## src/ipe_map.vh

```
// Purpose: Register offsets, bit positions and reset values of the interrupt priority block
// Assumes: 8-bit special-function register port from the core
// Notes: Bit positions are shared by enable and priority registers of the extended group
// Contract
// Base priority bit 7 unused, always reads one, writes ignored.
// Base priority bit 6 sets serial peripheral priority, one is high.
// Base priority bit 4 sets asynchronous serial priority, one is high.
// Base priority bits 5, 3, 1 set timer 2, 1, 0 priority.
// Base priority bits 2, 0 set external interrupt 1, 0 priority.
// Extended enable bit 7 gates timer 3 low or high overflow requests.
// Extended enable bit 6 gates comparator 1 rise or fall requests.
// Extended enable bit 5 gates comparator 0 rise or fall requests.
// Extended enable bit 4 gates all counter array requests.
// Extended enable bit 3 gates the conversion-done request.
// Extended enable bit 2 gates the window compare request.
// Extended enable bit 1 gates the calendar alarm request.
// Extended enable bit 0 gates all two-wire port requests.
// Extended priority bit 7 sets timer 3 priority, one is high.
// Extended priority bit 6 sets comparator 1 priority, one is high.
// Extended priority bit 5 sets comparator 0 priority, one is high.
// Extended priority bit 4 sets counter array priority, one is high.
// Extended priority bit 3 sets conversion-done priority, one is high.
// Extended priority bit 2 sets window compare priority, one is high.
// Extended priority bit 1 sets calendar alarm priority, one is high.
// Extended priority bit 0 sets two-wire port priority, one is high.
// Global enable low blocks every source regardless of individual masks.
// Enabled high-level requests win over low-level and may preempt low service.
`ifndef IPE_MAP_VH
`define IPE_MAP_VH
`define IPE_ADDR_BASE_PRIO 8'hB8
`define IPE_ADDR_EXT_EN1 8'hE6
`define IPE_ADDR_EXT_PRIO1 8'hF6
`define IPE_RST_BASE_PRIO 8'h80
`define IPE_RST_EXT_EN1 8'h00
`define IPE_RST_EXT_PRIO1 8'h00
`define IPE_BASE_PRIO_WMASK 8'h7F
`define IPE_BIT_UNUSED 7
`define IPE_BIT_SERIAL_PERIPH 6
`define IPE_BIT_TIMER_TWO 5
`define IPE_BIT_ASYNC_SERIAL 4
`define IPE_BIT_TIMER_ONE 3
`define IPE_BIT_EXT_ONE 2
`define IPE_BIT_TIMER_ZERO 1
`define IPE_BIT_EXT_ZERO 0
`define IPE_BIT_TIMER_THREE 7
`define IPE_BIT_COMP_ONE 6
`define IPE_BIT_COMP_ZERO 5
`define IPE_BIT_COUNTER_ARRAY 4
`define IPE_BIT_CONV_DONE 3
`define IPE_BIT_CONV_WINDOW 2
`define IPE_BIT_CAL_ALARM 1
`define IPE_BIT_TWO_WIRE 0
`endif

```

## src/ipe_prio_enable.v

```verilog
// Purpose: Base priority, first extended enable and first extended priority registers
// Assumes: Core reaches registers over an 8-bit address, write strobe and read data port
// Notes: Produces masked high and low level request summaries for the vector arbiter
`timescale 1ns/1ps
`include "ipe_map.vh"
module ipe_prio_enable (
	input wire mclk,
	input wire rst,
	input wire [7:0] sfr_addr,
	input wire sfr_wr,
	input wire [7:0] sfr_wdata,
	output reg [7:0] sfr_rdata,
	output wire sfr_hit,
	input wire global_irq_enable,
	input wire base_enable_serial_periph,
	input wire base_enable_timer_two,
	input wire base_enable_async_serial,
	input wire base_enable_timer_one,
	input wire base_enable_ext_one,
	input wire base_enable_timer_zero,
	input wire base_enable_ext_zero,
	input wire serial_periph_req,
	input wire timer_two_req,
	input wire async_serial_req,
	input wire timer_one_req,
	input wire ext_irq_one_req,
	input wire timer_zero_req,
	input wire ext_irq_zero_req,
	input wire timer_three_low_overflow,
	input wire timer_three_high_overflow,
	input wire comparator_one_rise_flag,
	input wire comparator_one_fall_flag,
	input wire comparator_zero_rise_flag,
	input wire comparator_zero_fall_flag,
	input wire counter_array_req,
	input wire conversion_done_flag,
	input wire window_compare_flag,
	input wire calendar_alarm_req,
	input wire two_wire_req,
	input wire in_high_service,
	input wire in_low_service,
	output wire [14:0] high_req,
	output wire [14:0] low_req,
	output wire irq_high,
	output wire irq_low,
	output wire [7:0] base_prio_out,
	output wire [7:0] ext_en1_out,
	output wire [7:0] ext_prio1_out
);
	localparam [7:0] BASE_PRIO_RST = `IPE_RST_BASE_PRIO;
	localparam [7:0] BASE_PRIO_WMASK = `IPE_BASE_PRIO_WMASK;
	localparam [7:0] EXT_EN1_RST = `IPE_RST_EXT_EN1;
	localparam [7:0] EXT_PRIO1_RST = `IPE_RST_EXT_PRIO1;
	localparam [2:0] SEL_NONE = 3'h0;
	localparam [2:0] SEL_BASE_PRIO = 3'h1;
	localparam [2:0] SEL_EXT_EN1 = 3'h2;
	localparam [2:0] SEL_EXT_PRIO1 = 3'h4;

	// One-hot register select, shared by write, read and hit decoding
	function [2:0] ipe_reg_select;
		input [7:0] addr;
		begin
			if (addr == `IPE_ADDR_BASE_PRIO) begin
				ipe_reg_select = SEL_BASE_PRIO;
			end else if (addr == `IPE_ADDR_EXT_EN1) begin
				ipe_reg_select = SEL_EXT_EN1;
			end else if (addr == `IPE_ADDR_EXT_PRIO1) begin
				ipe_reg_select = SEL_EXT_PRIO1;
			end else begin
				ipe_reg_select = SEL_NONE;
			end
		end
	endfunction

	wire [2:0] reg_sel;
	wire wr_base_prio;
	wire wr_ext_en1;
	wire wr_ext_prio1;
	reg [6:0] base_prio_q;
	reg [6:0] base_prio_d;
	reg [7:0] ext_en1_q;
	reg [7:0] ext_en1_d;
	reg [7:0] ext_prio1_q;
	reg [7:0] ext_prio1_d;
	wire [7:0] base_prio_view;
	wire serial_periph_prio;
	wire timer_two_prio;
	wire async_serial_prio;
	wire timer_one_prio;
	wire ext_irq_one_prio;
	wire timer_zero_prio;
	wire ext_irq_zero_prio;
	wire timer_three_enable;
	wire comparator_one_enable;
	wire comparator_zero_enable;
	wire counter_array_enable;
	wire conv_done_enable;
	wire conv_window_enable;
	wire calendar_alarm_enable;
	wire two_wire_enable;
	wire timer_three_prio;
	wire comparator_one_prio;
	wire comparator_zero_prio;
	wire counter_array_prio;
	wire conv_done_prio;
	wire conv_window_prio;
	wire calendar_alarm_prio;
	wire two_wire_prio;
	wire serial_periph_raw;
	wire timer_two_raw;
	wire async_serial_raw;
	wire timer_one_raw;
	wire ext_irq_one_raw;
	wire timer_zero_raw;
	wire ext_irq_zero_raw;
	wire timer_three_raw;
	wire comparator_one_raw;
	wire comparator_zero_raw;
	wire counter_array_raw;
	wire conv_done_raw;
	wire conv_window_raw;
	wire calendar_alarm_raw;
	wire two_wire_raw;
	wire serial_periph_pend;
	wire timer_two_pend;
	wire async_serial_pend;
	wire timer_one_pend;
	wire ext_irq_one_pend;
	wire timer_zero_pend;
	wire ext_irq_zero_pend;
	wire timer_three_pend;
	wire comparator_one_pend;
	wire comparator_zero_pend;
	wire counter_array_pend;
	wire conv_done_pend;
	wire conv_window_pend;
	wire calendar_alarm_pend;
	wire two_wire_pend;
	wire [14:0] src_pend;
	wire [14:0] src_prio;

	assign reg_sel = ipe_reg_select(sfr_addr);
	assign wr_base_prio = sfr_wr & reg_sel[0];
	assign wr_ext_en1 = sfr_wr & reg_sel[1];
	assign wr_ext_prio1 = sfr_wr & reg_sel[2];

	// Bit 7 is not stored at all, so a write there cannot land
	always @* begin
		base_prio_d = base_prio_q;
		if (wr_base_prio) begin
			base_prio_d = sfr_wdata[6:0] & BASE_PRIO_WMASK[6:0];
		end
	end

	always @* begin
		ext_en1_d = ext_en1_q;
		if (wr_ext_en1) begin
			ext_en1_d = sfr_wdata;
		end
	end

	always @* begin
		ext_prio1_d = ext_prio1_q;
		if (wr_ext_prio1) begin
			ext_prio1_d = sfr_wdata;
		end
	end

	always @(posedge mclk) begin
		if (rst) begin
			base_prio_q <= BASE_PRIO_RST[6:0];
		end else begin
			base_prio_q <= base_prio_d;
		end
	end

	always @(posedge mclk) begin
		if (rst) begin
			ext_en1_q <= EXT_EN1_RST;
		end else begin
			ext_en1_q <= ext_en1_d;
		end
	end

	always @(posedge mclk) begin
		if (rst) begin
			ext_prio1_q <= EXT_PRIO1_RST;
		end else begin
			ext_prio1_q <= ext_prio1_d;
		end
	end

	// Unused top bit always reads back as one
	assign base_prio_view = {1'b1, base_prio_q};

	always @* begin
		if (reg_sel[0]) begin
			sfr_rdata = base_prio_view;
		end else if (reg_sel[1]) begin
			sfr_rdata = ext_en1_q;
		end else if (reg_sel[2]) begin
			sfr_rdata = ext_prio1_q;
		end else begin
			sfr_rdata = 8'h00;
		end
	end

	assign sfr_hit = |reg_sel;

	// Base group priority fields
	assign serial_periph_prio = base_prio_q[`IPE_BIT_SERIAL_PERIPH];
	assign timer_two_prio = base_prio_q[`IPE_BIT_TIMER_TWO];
	assign async_serial_prio = base_prio_q[`IPE_BIT_ASYNC_SERIAL];
	assign timer_one_prio = base_prio_q[`IPE_BIT_TIMER_ONE];
	assign ext_irq_one_prio = base_prio_q[`IPE_BIT_EXT_ONE];
	assign timer_zero_prio = base_prio_q[`IPE_BIT_TIMER_ZERO];
	assign ext_irq_zero_prio = base_prio_q[`IPE_BIT_EXT_ZERO];

	// First extended group enable fields
	assign timer_three_enable = ext_en1_q[`IPE_BIT_TIMER_THREE];
	assign comparator_one_enable = ext_en1_q[`IPE_BIT_COMP_ONE];
	assign comparator_zero_enable = ext_en1_q[`IPE_BIT_COMP_ZERO];
	assign counter_array_enable = ext_en1_q[`IPE_BIT_COUNTER_ARRAY];
	assign conv_done_enable = ext_en1_q[`IPE_BIT_CONV_DONE];
	assign conv_window_enable = ext_en1_q[`IPE_BIT_CONV_WINDOW];
	assign calendar_alarm_enable = ext_en1_q[`IPE_BIT_CAL_ALARM];
	assign two_wire_enable = ext_en1_q[`IPE_BIT_TWO_WIRE];

	// First extended group priority fields
	assign timer_three_prio = ext_prio1_q[`IPE_BIT_TIMER_THREE];
	assign comparator_one_prio = ext_prio1_q[`IPE_BIT_COMP_ONE];
	assign comparator_zero_prio = ext_prio1_q[`IPE_BIT_COMP_ZERO];
	assign counter_array_prio = ext_prio1_q[`IPE_BIT_COUNTER_ARRAY];
	assign conv_done_prio = ext_prio1_q[`IPE_BIT_CONV_DONE];
	assign conv_window_prio = ext_prio1_q[`IPE_BIT_CONV_WINDOW];
	assign calendar_alarm_prio = ext_prio1_q[`IPE_BIT_CAL_ALARM];
	assign two_wire_prio = ext_prio1_q[`IPE_BIT_TWO_WIRE];

	// Paired flags merge into one source before masking
	assign serial_periph_raw = serial_periph_req;
	assign timer_two_raw = timer_two_req;
	assign async_serial_raw = async_serial_req;
	assign timer_one_raw = timer_one_req;
	assign ext_irq_one_raw = ext_irq_one_req;
	assign timer_zero_raw = timer_zero_req;
	assign ext_irq_zero_raw = ext_irq_zero_req;
	assign timer_three_raw = timer_three_low_overflow | timer_three_high_overflow;
	assign comparator_one_raw = comparator_one_rise_flag | comparator_one_fall_flag;
	assign comparator_zero_raw = comparator_zero_rise_flag | comparator_zero_fall_flag;
	assign counter_array_raw = counter_array_req;
	assign conv_done_raw = conversion_done_flag;
	assign conv_window_raw = window_compare_flag;
	assign calendar_alarm_raw = calendar_alarm_req;
	assign two_wire_raw = two_wire_req;

	// Global enable overrides every individual mask
	assign serial_periph_pend = serial_periph_raw & base_enable_serial_periph & global_irq_enable;
	assign timer_two_pend = timer_two_raw & base_enable_timer_two & global_irq_enable;
	assign async_serial_pend = async_serial_raw & base_enable_async_serial & global_irq_enable;
	assign timer_one_pend = timer_one_raw & base_enable_timer_one & global_irq_enable;
	assign ext_irq_one_pend = ext_irq_one_raw & base_enable_ext_one & global_irq_enable;
	assign timer_zero_pend = timer_zero_raw & base_enable_timer_zero & global_irq_enable;
	assign ext_irq_zero_pend = ext_irq_zero_raw & base_enable_ext_zero & global_irq_enable;
	assign timer_three_pend = timer_three_raw & timer_three_enable & global_irq_enable;
	assign comparator_one_pend = comparator_one_raw & comparator_one_enable & global_irq_enable;
	assign comparator_zero_pend = comparator_zero_raw & comparator_zero_enable & global_irq_enable;
	assign counter_array_pend = counter_array_raw & counter_array_enable & global_irq_enable;
	assign conv_done_pend = conv_done_raw & conv_done_enable & global_irq_enable;
	assign conv_window_pend = conv_window_raw & conv_window_enable & global_irq_enable;
	assign calendar_alarm_pend = calendar_alarm_raw & calendar_alarm_enable & global_irq_enable;
	assign two_wire_pend = two_wire_raw & two_wire_enable & global_irq_enable;

	// Source index order: 14..8 base group, 7..0 first extended group by bit
	assign src_pend = {serial_periph_pend, timer_two_pend, async_serial_pend, timer_one_pend,
		ext_irq_one_pend, timer_zero_pend, ext_irq_zero_pend,
		timer_three_pend, comparator_one_pend, comparator_zero_pend, counter_array_pend,
		conv_done_pend, conv_window_pend, calendar_alarm_pend, two_wire_pend};
	assign src_prio = {serial_periph_prio, timer_two_prio, async_serial_prio, timer_one_prio,
		ext_irq_one_prio, timer_zero_prio, ext_irq_zero_prio,
		timer_three_prio, comparator_one_prio, comparator_zero_prio, counter_array_prio,
		conv_done_prio, conv_window_prio, calendar_alarm_prio, two_wire_prio};
	assign high_req = src_pend & src_prio;
	assign low_req = src_pend & ~src_prio;

	// High requests preempt low service; nothing preempts high service
	assign irq_high = (|high_req) & ~in_high_service;
	assign irq_low = (|low_req) & ~(|high_req) & ~in_high_service & ~in_low_service;

	assign base_prio_out = base_prio_view;
	assign ext_en1_out = ext_en1_q;
	assign ext_prio1_out = ext_prio1_q;
endmodule // ipe_prio_enable

```

## config.mk

```make
export PLATFORM = sky130hd
export DESIGN_NAME = ipe_prio_enable
export DESIGN_NICKNAME = d
export VERILOG_FILES = /design/src/ipe_prio_enable.v
export VERILOG_INCLUDE_DIRS = /design/src
export SDC_FILE = /design/constraint.sdc
export NUM_CORES = 1
export LEC_CHECK = 0
export BUFFER_PORTS_ARGS = -buffer_cell sky130_fd_sc_hd__buf_2
export CORE_MARGIN = 1.5
export CORE_UTILIZATION = 25
export DETAILED_ROUTE_END_ITERATION = 7
export PLACE_DENSITY = 0.64
export REMOVE_ABC_BUFFERS = 1
export SLEW_MARGIN = 10
export SYNTH_ARGS = -nofsm -noshare
export SYNTH_HDL_FRONTEND = slang
export SYNTH_SLANG_ARGS = --single-unit
```

## constraint.sdc

```tcl
create_clock -name mclk -period 2.01 [get_ports mclk]
set_clock_uncertainty 0.05 [all_clocks]
set_input_delay 0.402 -clock mclk [delete_from_list [all_inputs] [get_ports mclk]]
set_output_delay 0.402 -clock mclk [all_outputs]
set_load 0.005 [all_outputs]
```

# == Word-level counts from Yosys, hierarchy flattened ==
# Index checks and enable logic that the tools add are counted.
# totals
ramBits,0
inputBits,47
latch_bits,0
regBits,23
mem_count,0
rom_bits,0
elab_cells,61
output_inout_bits,65
# op_classes
bitwise,46
multipliers,0
muxes,6
order_cmp,0
reduce_logical,3
eq_ne,3
add_sub_neg,0
div,0
shifts,0
# ops
cell,n
$and 1x1->1,37
$and 15x15->15,2
$reduce_or 15->1,2
$eq 8x8->1 const B,3
$mux 8,3
$not 15->15,1
$mux 3,3
$not 1->1,3
$or 1x1->1,3
$reduce_or 3->1,1

# == Logic depth before layout (Yosys ltp) ==
# Gate-level depths: netlist of run 1.
# depth
depth_word,9
ltp_mapped,6
mapped_depth_nobuf,4

# == Worst setup path after synthesis of run 1 ==
# OpenSTA, ideal clock, no wires.
# synth_timing
kind,in2out
startpoint,input global_irq_enable
endpoint,output irq_low
required_ps,1558
setup_slack_ps,-1
stages,5
n_path_buf,1
t_arrival_ps,1559
path_cell_list,clkbuf_1 -> o211ai_1 -> nor2_1 -> or4_1 -> o311a_1
# synth_via
elab_cells_between_ends,23
cone_classes,bitwise: 21; reduce/logical: 2
# synth_lines
element,line,source
from (decl),ipe_prio_enable.v:14,"input wire global_irq_enable,"
$and 1x1->1,ipe_prio_enable.v:265,assign comparator_one_pend = comparator_one_raw & comparator_one_enable & global_irq_enable;
$and 15x15->15,ipe_prio_enable.v:283,assign low_req = src_pend & ~src_prio;
named net low_req[6],ipe_prio_enable.v:43,"output wire [14:0] low_req,"
$reduce_or 15->1,ipe_prio_enable.v:287,assign irq_low = (|low_req) & ~(|high_req) & ~in_high_service & ~in_low_service;
$and 1x1->1 (3 in series),ipe_prio_enable.v:287,
to (decl),ipe_prio_enable.v:45,"output wire irq_low,"
# The timed path passes the listed nets, and every way through them passes these cells.

# == Worst setup path after layout of run 1 ==
# layout_timing
startpoint,register base_prio_q[2]
endpoint,output irq_low
# layout_via
elab_chain_len,6
elab_cells_between_ends,9
cone_classes,bitwise: 7; reduce/logical: 2
# layout_rtl
element,line,source
from (decl),ipe_prio_enable.v:79,reg [6:0] base_prio_q;
from (signal assigned),ipe_prio_enable.v:171,base_prio_q <= BASE_PRIO_RST[6:0];
from (signal assigned),ipe_prio_enable.v:173,base_prio_q <= base_prio_d;
$not 15->15 / $and 15x15->15 (equally long branches),"ipe_prio_enable.v:283, ipe_prio_enable.v:282",
$and 15x15->15 / $reduce_or 15->1 (equally long branches),"ipe_prio_enable.v:283, ipe_prio_enable.v:287",
$reduce_or 15->1 / $not 1->1 (equally long branches),ipe_prio_enable.v:287,
$and 1x1->1 * (3 in series),ipe_prio_enable.v:287,
# Mark *: on every way between the ends. The rest lies on a longest branch, timed or not.

==> impl_metrics.csv, run 1 <==
group,metric,value,unit
power,p_leak,1.777,nW
setup_path,setup.worst_path.class,"flip-flop to output pin",
sta,setup_slack,-237.4,ps
finish,area_grow_syn2layout,89.75,%
sta,finalSetupTns,-1323,ps
placed_design,port-buffer-count,110,
global_routing,grt.overflow.total,0,
power,comb_power_share,16.7,%
finish,diodes,0,
yosys,synth.ff_latch_count,23,
detailed_routing,routed_wire_length_per_instance,14.31,µm
yosys,syn_area,1453,µm²
yosys,yosys_most_used_dff,"dfxtp_1",
sta,unrepaired_setup_endpoints_after_global_routing,"true",
detailed_routing,number_of_detailed_route_iterations_in_the_first_pass,4,
setup_path,critical_path_required,1560,ps
cts,tritoncts_clock_tree,"yes",
floorplanning,floorplan.initialDensity,26.22,%
finish,post_layout_net_count,419,
min_path,hold_worst_path_end,"ext_prio1_out[7]",
yosys,netlist-cell-type-count,28,
yosys,edff_count_synth,0,
run_status,failed_checks,"negative setup slack",
power,internal-power,0.6698,mW
finish,mostFrequentLayoutCell,"buf_2",
global_routing,globalRouteTotalUtil,19.47,%
cts,tritoncts_num_sinks,23,
global_routing,first_global_vias,2074,
power,vdd_ir_drop_max,0.2011,mV
placed_design,place_ws,-301.8,ps
yosys,syn_avg_cell_area,7.374,µm²
yosys,synth-seq-area-share,31.70,%
setup_path,worst-r2r-setup-slack,1100,ps
min_path,hold_start,"sfr_wdata[7]",
cts,cts_root_buffer,"clkbuf_8",
detailed_routing,routed-via-count,2192,
power,power.switching_fraction,24.69,%
yosys,asyncSetResetFlopFracSynth,0,%
cts,cts.path.max_buffers,2,
floorplanning,fp.dieW,79.23,µm
cts,clk_pin_slew,80,ps
sta,finalCritPeriodShare,111.8,%
yosys,yosys_warnings,0,
min_path,worstHoldPathType,"input port to flip-flop",
sta,timing.final.max_slew_violations,0,
floorplanning,ios,112,
power,p_switching,0.2196,mW
power,power_frac_seq,51.1,%
setup_path,end_kind,"output pin",
run_status,status,"finished, violations left",
global_routing,grt_antenna_before_repair,0,
sta,fmax,445.0,MHz
global_routing,grt_start_max_net_pins,24,
finish,final_layout_size_suffix_gt1_share,55.80,%
detailed_routing,drt-total-wl,6.338,mm
finish,final_cell_mix,"buf_2, buf_4, nor2_1",
detailed_routing,avgViaCountPerCell,4.948,
cts,clkLatencyLatePin,260,ps
detailed_routing,antenna_left,0,
global_routing,grt_pass1_wl,9.722,mm
placed_design,place.detailed.hpwl,4.786,mm
floorplanning,core_outline_area,5540,µm²
setup_path,startpoint_class_of_the_critical_path,"flip-flop",
detailed_routing,drtIter0Drc,107,
floorplanning,chipHeight,79.23,µm
sta,final_hold_viol_count,0,
yosys,syn-instance-count,197,
floorplanning,rows,27,
setup_path,reg2reg_from,"ext_en1_out[1]",
setup_path,crit_path_max_fanout,2,
power,pwr-share-clk,32.2,%
placed_design,gp_congestion,0.7756,
flow_run,max_cap_viol_count,0,
cts,clock_tree.htree_level_count,1,
cts,cts-buffers-inserted,3,
setup_path,reg2reg_to,"ext_en1_out[1]",
detailed_routing,detail_route.drc_violations,0,
min_path,hold_path_depth,3,
setup_path,r2r_worst_path_depth,4,
power,power_density,322.7,nW/µm²
sta,timing.final.setup_violations,10,
setup_path,worst_ep_arrival_time,1800,ps
floorplanning,die_area,6277,µm²
sta,final_critical_delay_including_setup_and_external_delays,2247,ps
## area by class of cell
type                            instances  area (µm²)
Clock buffer                            4       45.04
Fill cell                             567        2784
Inverter                               19       71.32
Sequential cell                        23       470.5
Multi-Input combinational cell        144       932.1
Tap cell                               72       90.09
Timing Repair Buffer                  181        1147
## cells in the mapped netlist (all sizes together), types with 2 or more instances
library cell	count	area [µm²]
a21oi	7	35.03
a22oi	7	52.55
and3	3	18.77
buf	3	20.01
clkbuf	8	30.03
dfxtp	23	460.4
inv	19	71.32
mux2i	16	160.2
nand2	21	78.83
nand3	18	90.09
nand4	17	106.4
nand4b	3	26.28
nor2	30	112.6
o2111ai	4	35.03
o211ai	3	22.52
or3	2	12.51
or4	3	22.52
## metrics by stage
step / utilization [%] / instance area (µm²) / hold WS (ps) / std cells / power, mW
2_1_floorplan: - / 1403 / 421.1 / 186 / 0.4898
3_3_place_gp: 44.15 / 2446 / 449.5 / 420 / 0.5974
3_5_place_dp: 44.15 / 2446 / 479.5 / 420 / 0.5990
4_1_cts: 48.83 / 2705 / 341.2 / 439 / 0.8924
5_1_grt: 49.75 / 2756 / 336.1 / 443 / 0.9264
6_report: 49.75 / 2756 / 333.7 / 443 / 0.8894
## worst max-delay path by stage
stage / startpoint / cells after the start / slack (ps) / end
2_1_floorplan: sfr_addr[1] / 3 / 80 / sfr_hit
3_3_place_gp: global_irq_enable / 6 / -260 / irq_low
3_5_place_dp: global_irq_enable / 6 / -300 / irq_low
4_1_cts: base_prio_q[2] / 5 / -200 / irq_low
5_1_grt: base_prio_q[3] / 5 / -310 / irq_low
6_report: base_prio_q[2] / 5 / -240 / irq_low
## kinds of logic (layout without fill, tap and decap cells)
kind of cell,after synthesis,count (layout),share of synthesized area (%)
buf+inv,30,204,8.354
other cells,1,1,0.2582
simple gates,103,103,36.87
compound gates,24,24,11.80
mux,16,16,11.02
flops,23,23,31.70
## sequential cells by signal (all words and copies together), names as in the netlist
register and count:
ext_prio1_out 8, base_prio_q 7, ext_en1_out 8
## metal layers
layer / GRT usage (%) / part of all wire (%) / vias to the layer above
met3: 3.103 / 7.4 / 10
met4: 5.789 / 1.2 / 0
met2: 35.13 / 51 / 105
met1: 23.54 / 40 / 1019
met5: 0 / 0 / -
li1: - / - / 1058
## critical path, cell delays in order (launching register included)
cell and delay (ps):
dfxtp_2 340, nand4b_1 150, o2111ai_2 140, or4_4 450, o311a_1 330, buf_2 140
## power groups by stage
| stage | Sequential (mW) | Clock, mW | Combinational (mW) |
|---|---|---|---|
| global route | 0.455 | 0.311 | 0.160 |
| floorplan | 0.467 | 0 | 0.0227 |
| global placement | 0.467 | 0 | 0.131 |
| finish | 0.455 | 0.286 | 0.149 |
| CTS | 0.456 | 0.292 | 0.145 |
| detailed placement | 0.467 | 0 | 0.132 |
## repair_timing
item / 4_1_cts / 5_1_grt
hold buffers: 0 / 0
resized for setup: 24 / 14
buffers inserted: 14 / 7
endpoints found under the hold margin: 0 / 0
pin swaps: 14 / 7
gates cloned: 1 / 0
endpoints found under the setup margin: 11 / 12
Note: power is estimated with default switching activity, not from simulation.
==> run 2, diff against run 1 <==
--- a/config.mk
+++ b/config.mk
@@ -6,13 +6,15 @@
 export SDC_FILE = /design/constraint.sdc
 export NUM_CORES = 1
 export LEC_CHECK = 0
+export ABC_AREA = 1
 export BUFFER_PORTS_ARGS = -buffer_cell sky130_fd_sc_hd__buf_2
 export CORE_MARGIN = 1.5
 export CORE_UTILIZATION = 25
 export DETAILED_ROUTE_END_ITERATION = 7
-export PLACE_DENSITY = 0.64
+export PLACE_DENSITY = 0.62
 export REMOVE_ABC_BUFFERS = 1
 export SLEW_MARGIN = 10
 export SYNTH_ARGS = -nofsm -noshare
 export SYNTH_HDL_FRONTEND = slang
 export SYNTH_SLANG_ARGS = --single-unit
+export TNS_END_PERCENT = 30
==> impl_metrics.csv, run 2 <==
group,metric,value,unit
sta,unrepaired_setup_endpoints_after_global_routing,"false",
power,power_density,381.0,nW/µm²
yosys,netlist-cell-type-count,27,
yosys,synth_commonest_cells,"nand2_1, inv_1, nor2_1",
setup_path,crit_path_max_fanout,4,
setup_path,critical_path_required,1560,ps
global_routing,grt_start_max_net_pins,17,
global_routing,grt.overflow.total,0,
yosys,yosys_most_used_dff,"dfxtp_1",
global_routing,first_global_vias,1949,
yosys,synth-seq-area-share,29.07,%
floorplanning,floorplan.initialDensity,26.29,%
cts,post-cts-setup-buffers,0,
cts,clock_tree.htree_level_count,1,
finish,final_cell_area,2291,µm²
cts,tritoncts_clock_tree,"yes",
power,vdd_ir_drop_max,0.3321,mV
finish,finalCoreUtilization,38.02,%
detailed_routing,routed_wire_length_per_instance,13.02,µm
sta,finalCritPeriodShare,92.89,%
cts,clkLatencyLatePin,260,ps
yosys,synthTopCellsByArea,"dfxtp_1, nand2_1, inv_1",
yosys,synthDominantAreaCellType,"dfxtp_1",
detailed_routing,avgViaCountPerCell,4.603,
finish,final_cell_mix,"buf_2, nand2_1, inv_1",
cts,cts-buffers-inserted,3,
sta,final_hold_viol_count,0,
flow_run,max_cap_viol_count,0,
yosys,synth.ff_latch_count,23,
sta,timing.final.setup_violations,0,
finish,area_grow_syn2layout,44.63,%
yosys,synthAdderAreaFrac,0,%
global_routing,grt_antenna_before_repair,0,
global_routing,globalRouteTotalUtil,16.98,%
setup_path,critPathSlowestCell,"dfxtp_1",
sta,finalSetupTns,0,ps
setup_path,critical_path_max_stage_delay,370,ps
yosys,syn_area,1584,µm²
cts,cts_root_buffer,"clkbuf_8",
yosys,synth_top_family_by_area,"simple AND/OR/NAND/NOR gates",
yosys,synth-simple-area-share,38.94,%
detailed_routing,routed-via-count,2062,
setup_path,r2r_worst_path_depth,3,
floorplanning,fp.dieW,82.60,µm
yosys,syn_avg_cell_area,6.069,µm²
yosys,synthesized_area_fraction_occupied_by_ao_oa_aoi_and_oai_cells,14.30,%
setup_path,worst-r2r-setup-slack,1250,ps
sta,timing.final.max_slew_violations,0,
detailed_routing,antenna_left,0,
floorplanning,core_outline_area,6026,µm²
floorplanning,die_area,6823,µm²
yosys,syn-instance-count,261,
finish,fin_cells,448,
placed_design,placedCellCount,444,
sta,final_critical_delay_including_setup_and_external_delays,1867,ps
placed_design,gp_congestion,0.8207,
yosys,yosys-mux-area-fraction,0,%
min_path,hold_path_depth,3,
detailed_routing,drt-total-wl,5.835,mm
global_routing,grt_pass1_wl,8.990,mm
detailed_routing,detail_route.drc_violations,0,
placed_design,port-buffer-count,110,
floorplanning,ios,112,
finish,mostFrequentLayoutCell,"buf_2",
cts,cts.path.max_buffers,2,
setup_path,end_kind,"output pin",
power,p_leak,1.340,nW
sta,fmax,535.6,MHz
cts,clk_pin_slew,80,ps
placed_design,place.detailed.hpwl,4.792,mm
setup_path,cp_common_cell,"nor2_1",
cts,tritoncts_num_sinks,23,
run_status,status,"finished clean",
yosys,yosys_warnings,0,
finish,final_layout_size_suffix_gt1_share,36.73,%
placed_design,placement_stage_cell_area,2217,µm²
setup_path,startpoint_class_of_the_critical_path,"flip-flop",
setup_path,worst_ep_arrival_time,1420,ps
yosys,yosys.cell_count.top_type,"nand2_1",
yosys,edff_count_synth,0,
detailed_routing,number_of_detailed_route_iterations_in_the_first_pass,4,
min_path,worstHoldPathType,"input port to flip-flop",
setup_path,crit_chain,"nand3_1, or2_2, nand2_1, nor2_1, nand2_1, nor2_1, nor2_1, buf_2",
yosys,synth.top_cell.area_share,29.07,%
floorplanning,rows,28,
setup_path,setup.worst_path.class,"flip-flop to output pin",
finish,diodes,0,
yosys,synthXorXnorAreaFrac,0,%
detailed_routing,drtIter0Drc,128,
finish,post_layout_net_count,421,
yosys,asyncSetResetFlopFracSynth,0,%
floorplanning,chipHeight,82.60,µm
-- run 2: area by class of cell --
cell class / count / area (µm²)
clock buffer: 4 / 45.04
fill: 686 / 3735
inverter: 55 / 212.7
multi-input combinational: 174 / 862.1
sequential: 23 / 464.2
tap: 75 / 93.84
timing repair buffer: 117 / 613.1
-- run 2: metal layers --
| layer | global-route usage [%] | wire, µm | vias to the layer above |
|---|---|---|---|
| met5 | 0 | 0 | - |
| met4 | 1.333 | 0 | 0 |
| met3 | 3.956 | 477 | 0 |
| met2 | 31.06 | 2922 | 80 |
| met1 | 20.91 | 2435 | 922 |
| li1 | - | - | 1060 |
-- run 2: per-stage QoR --
step	total power, mW	hold slack [ps]	setup slack (ps)
3_5_place_dp	0.5949	423.3	6.262
6_report	0.8729	338.5	143.0
3_3_place_gp	0.5926	420.7	71.31
4_1_cts	0.8755	338.4	6.018
2_1_floorplan	0.5034	417.7	510.0
5_1_grt	0.9223	344.8	0.5386
-- run 2: cell families after synthesis --
kind of cell,count (synthesis)
AO/OA/AOI/OAI,40
flip-flops,23
AND/OR/NAND/NOR,133
other,1
buffers and inverters,64
-- run 2: worst max-delay path, delay by kind of cell, from the launching register on --
kind,cells,cell delay (ps)
simple gates,7,670
buf+inv,1,110
flops,1,370
-- run 2: repair_timing --
item | 4_1_cts | 5_1_grt
resized for setup | 0 | 11
hold buffers | 0 | 0
setup endpoints to repair | 0 | 2
-- run 2: worst paths after layout --
kind	from	endpoint
min	sfr_wdata[7]	ext_prio1_out[7]
min reg2reg	ext_prio1_out[2]	ext_prio1_out[2]
max reg2reg	base_prio_q[2]	base_prio_q[2]
max	ext_en1_out[4]	irq_low
-- run 2: power breakdown --
group	switching, mW	leakage, nW	total [mW]	internal (mW)
Clock	0.145	0.0228	0.286	0.141
Sequential	0.000727	0.187	0.456	0.456
Combinational	0.0717	1.13	0.130	0.0588
Total	0.217	1.34	0.873	0.656
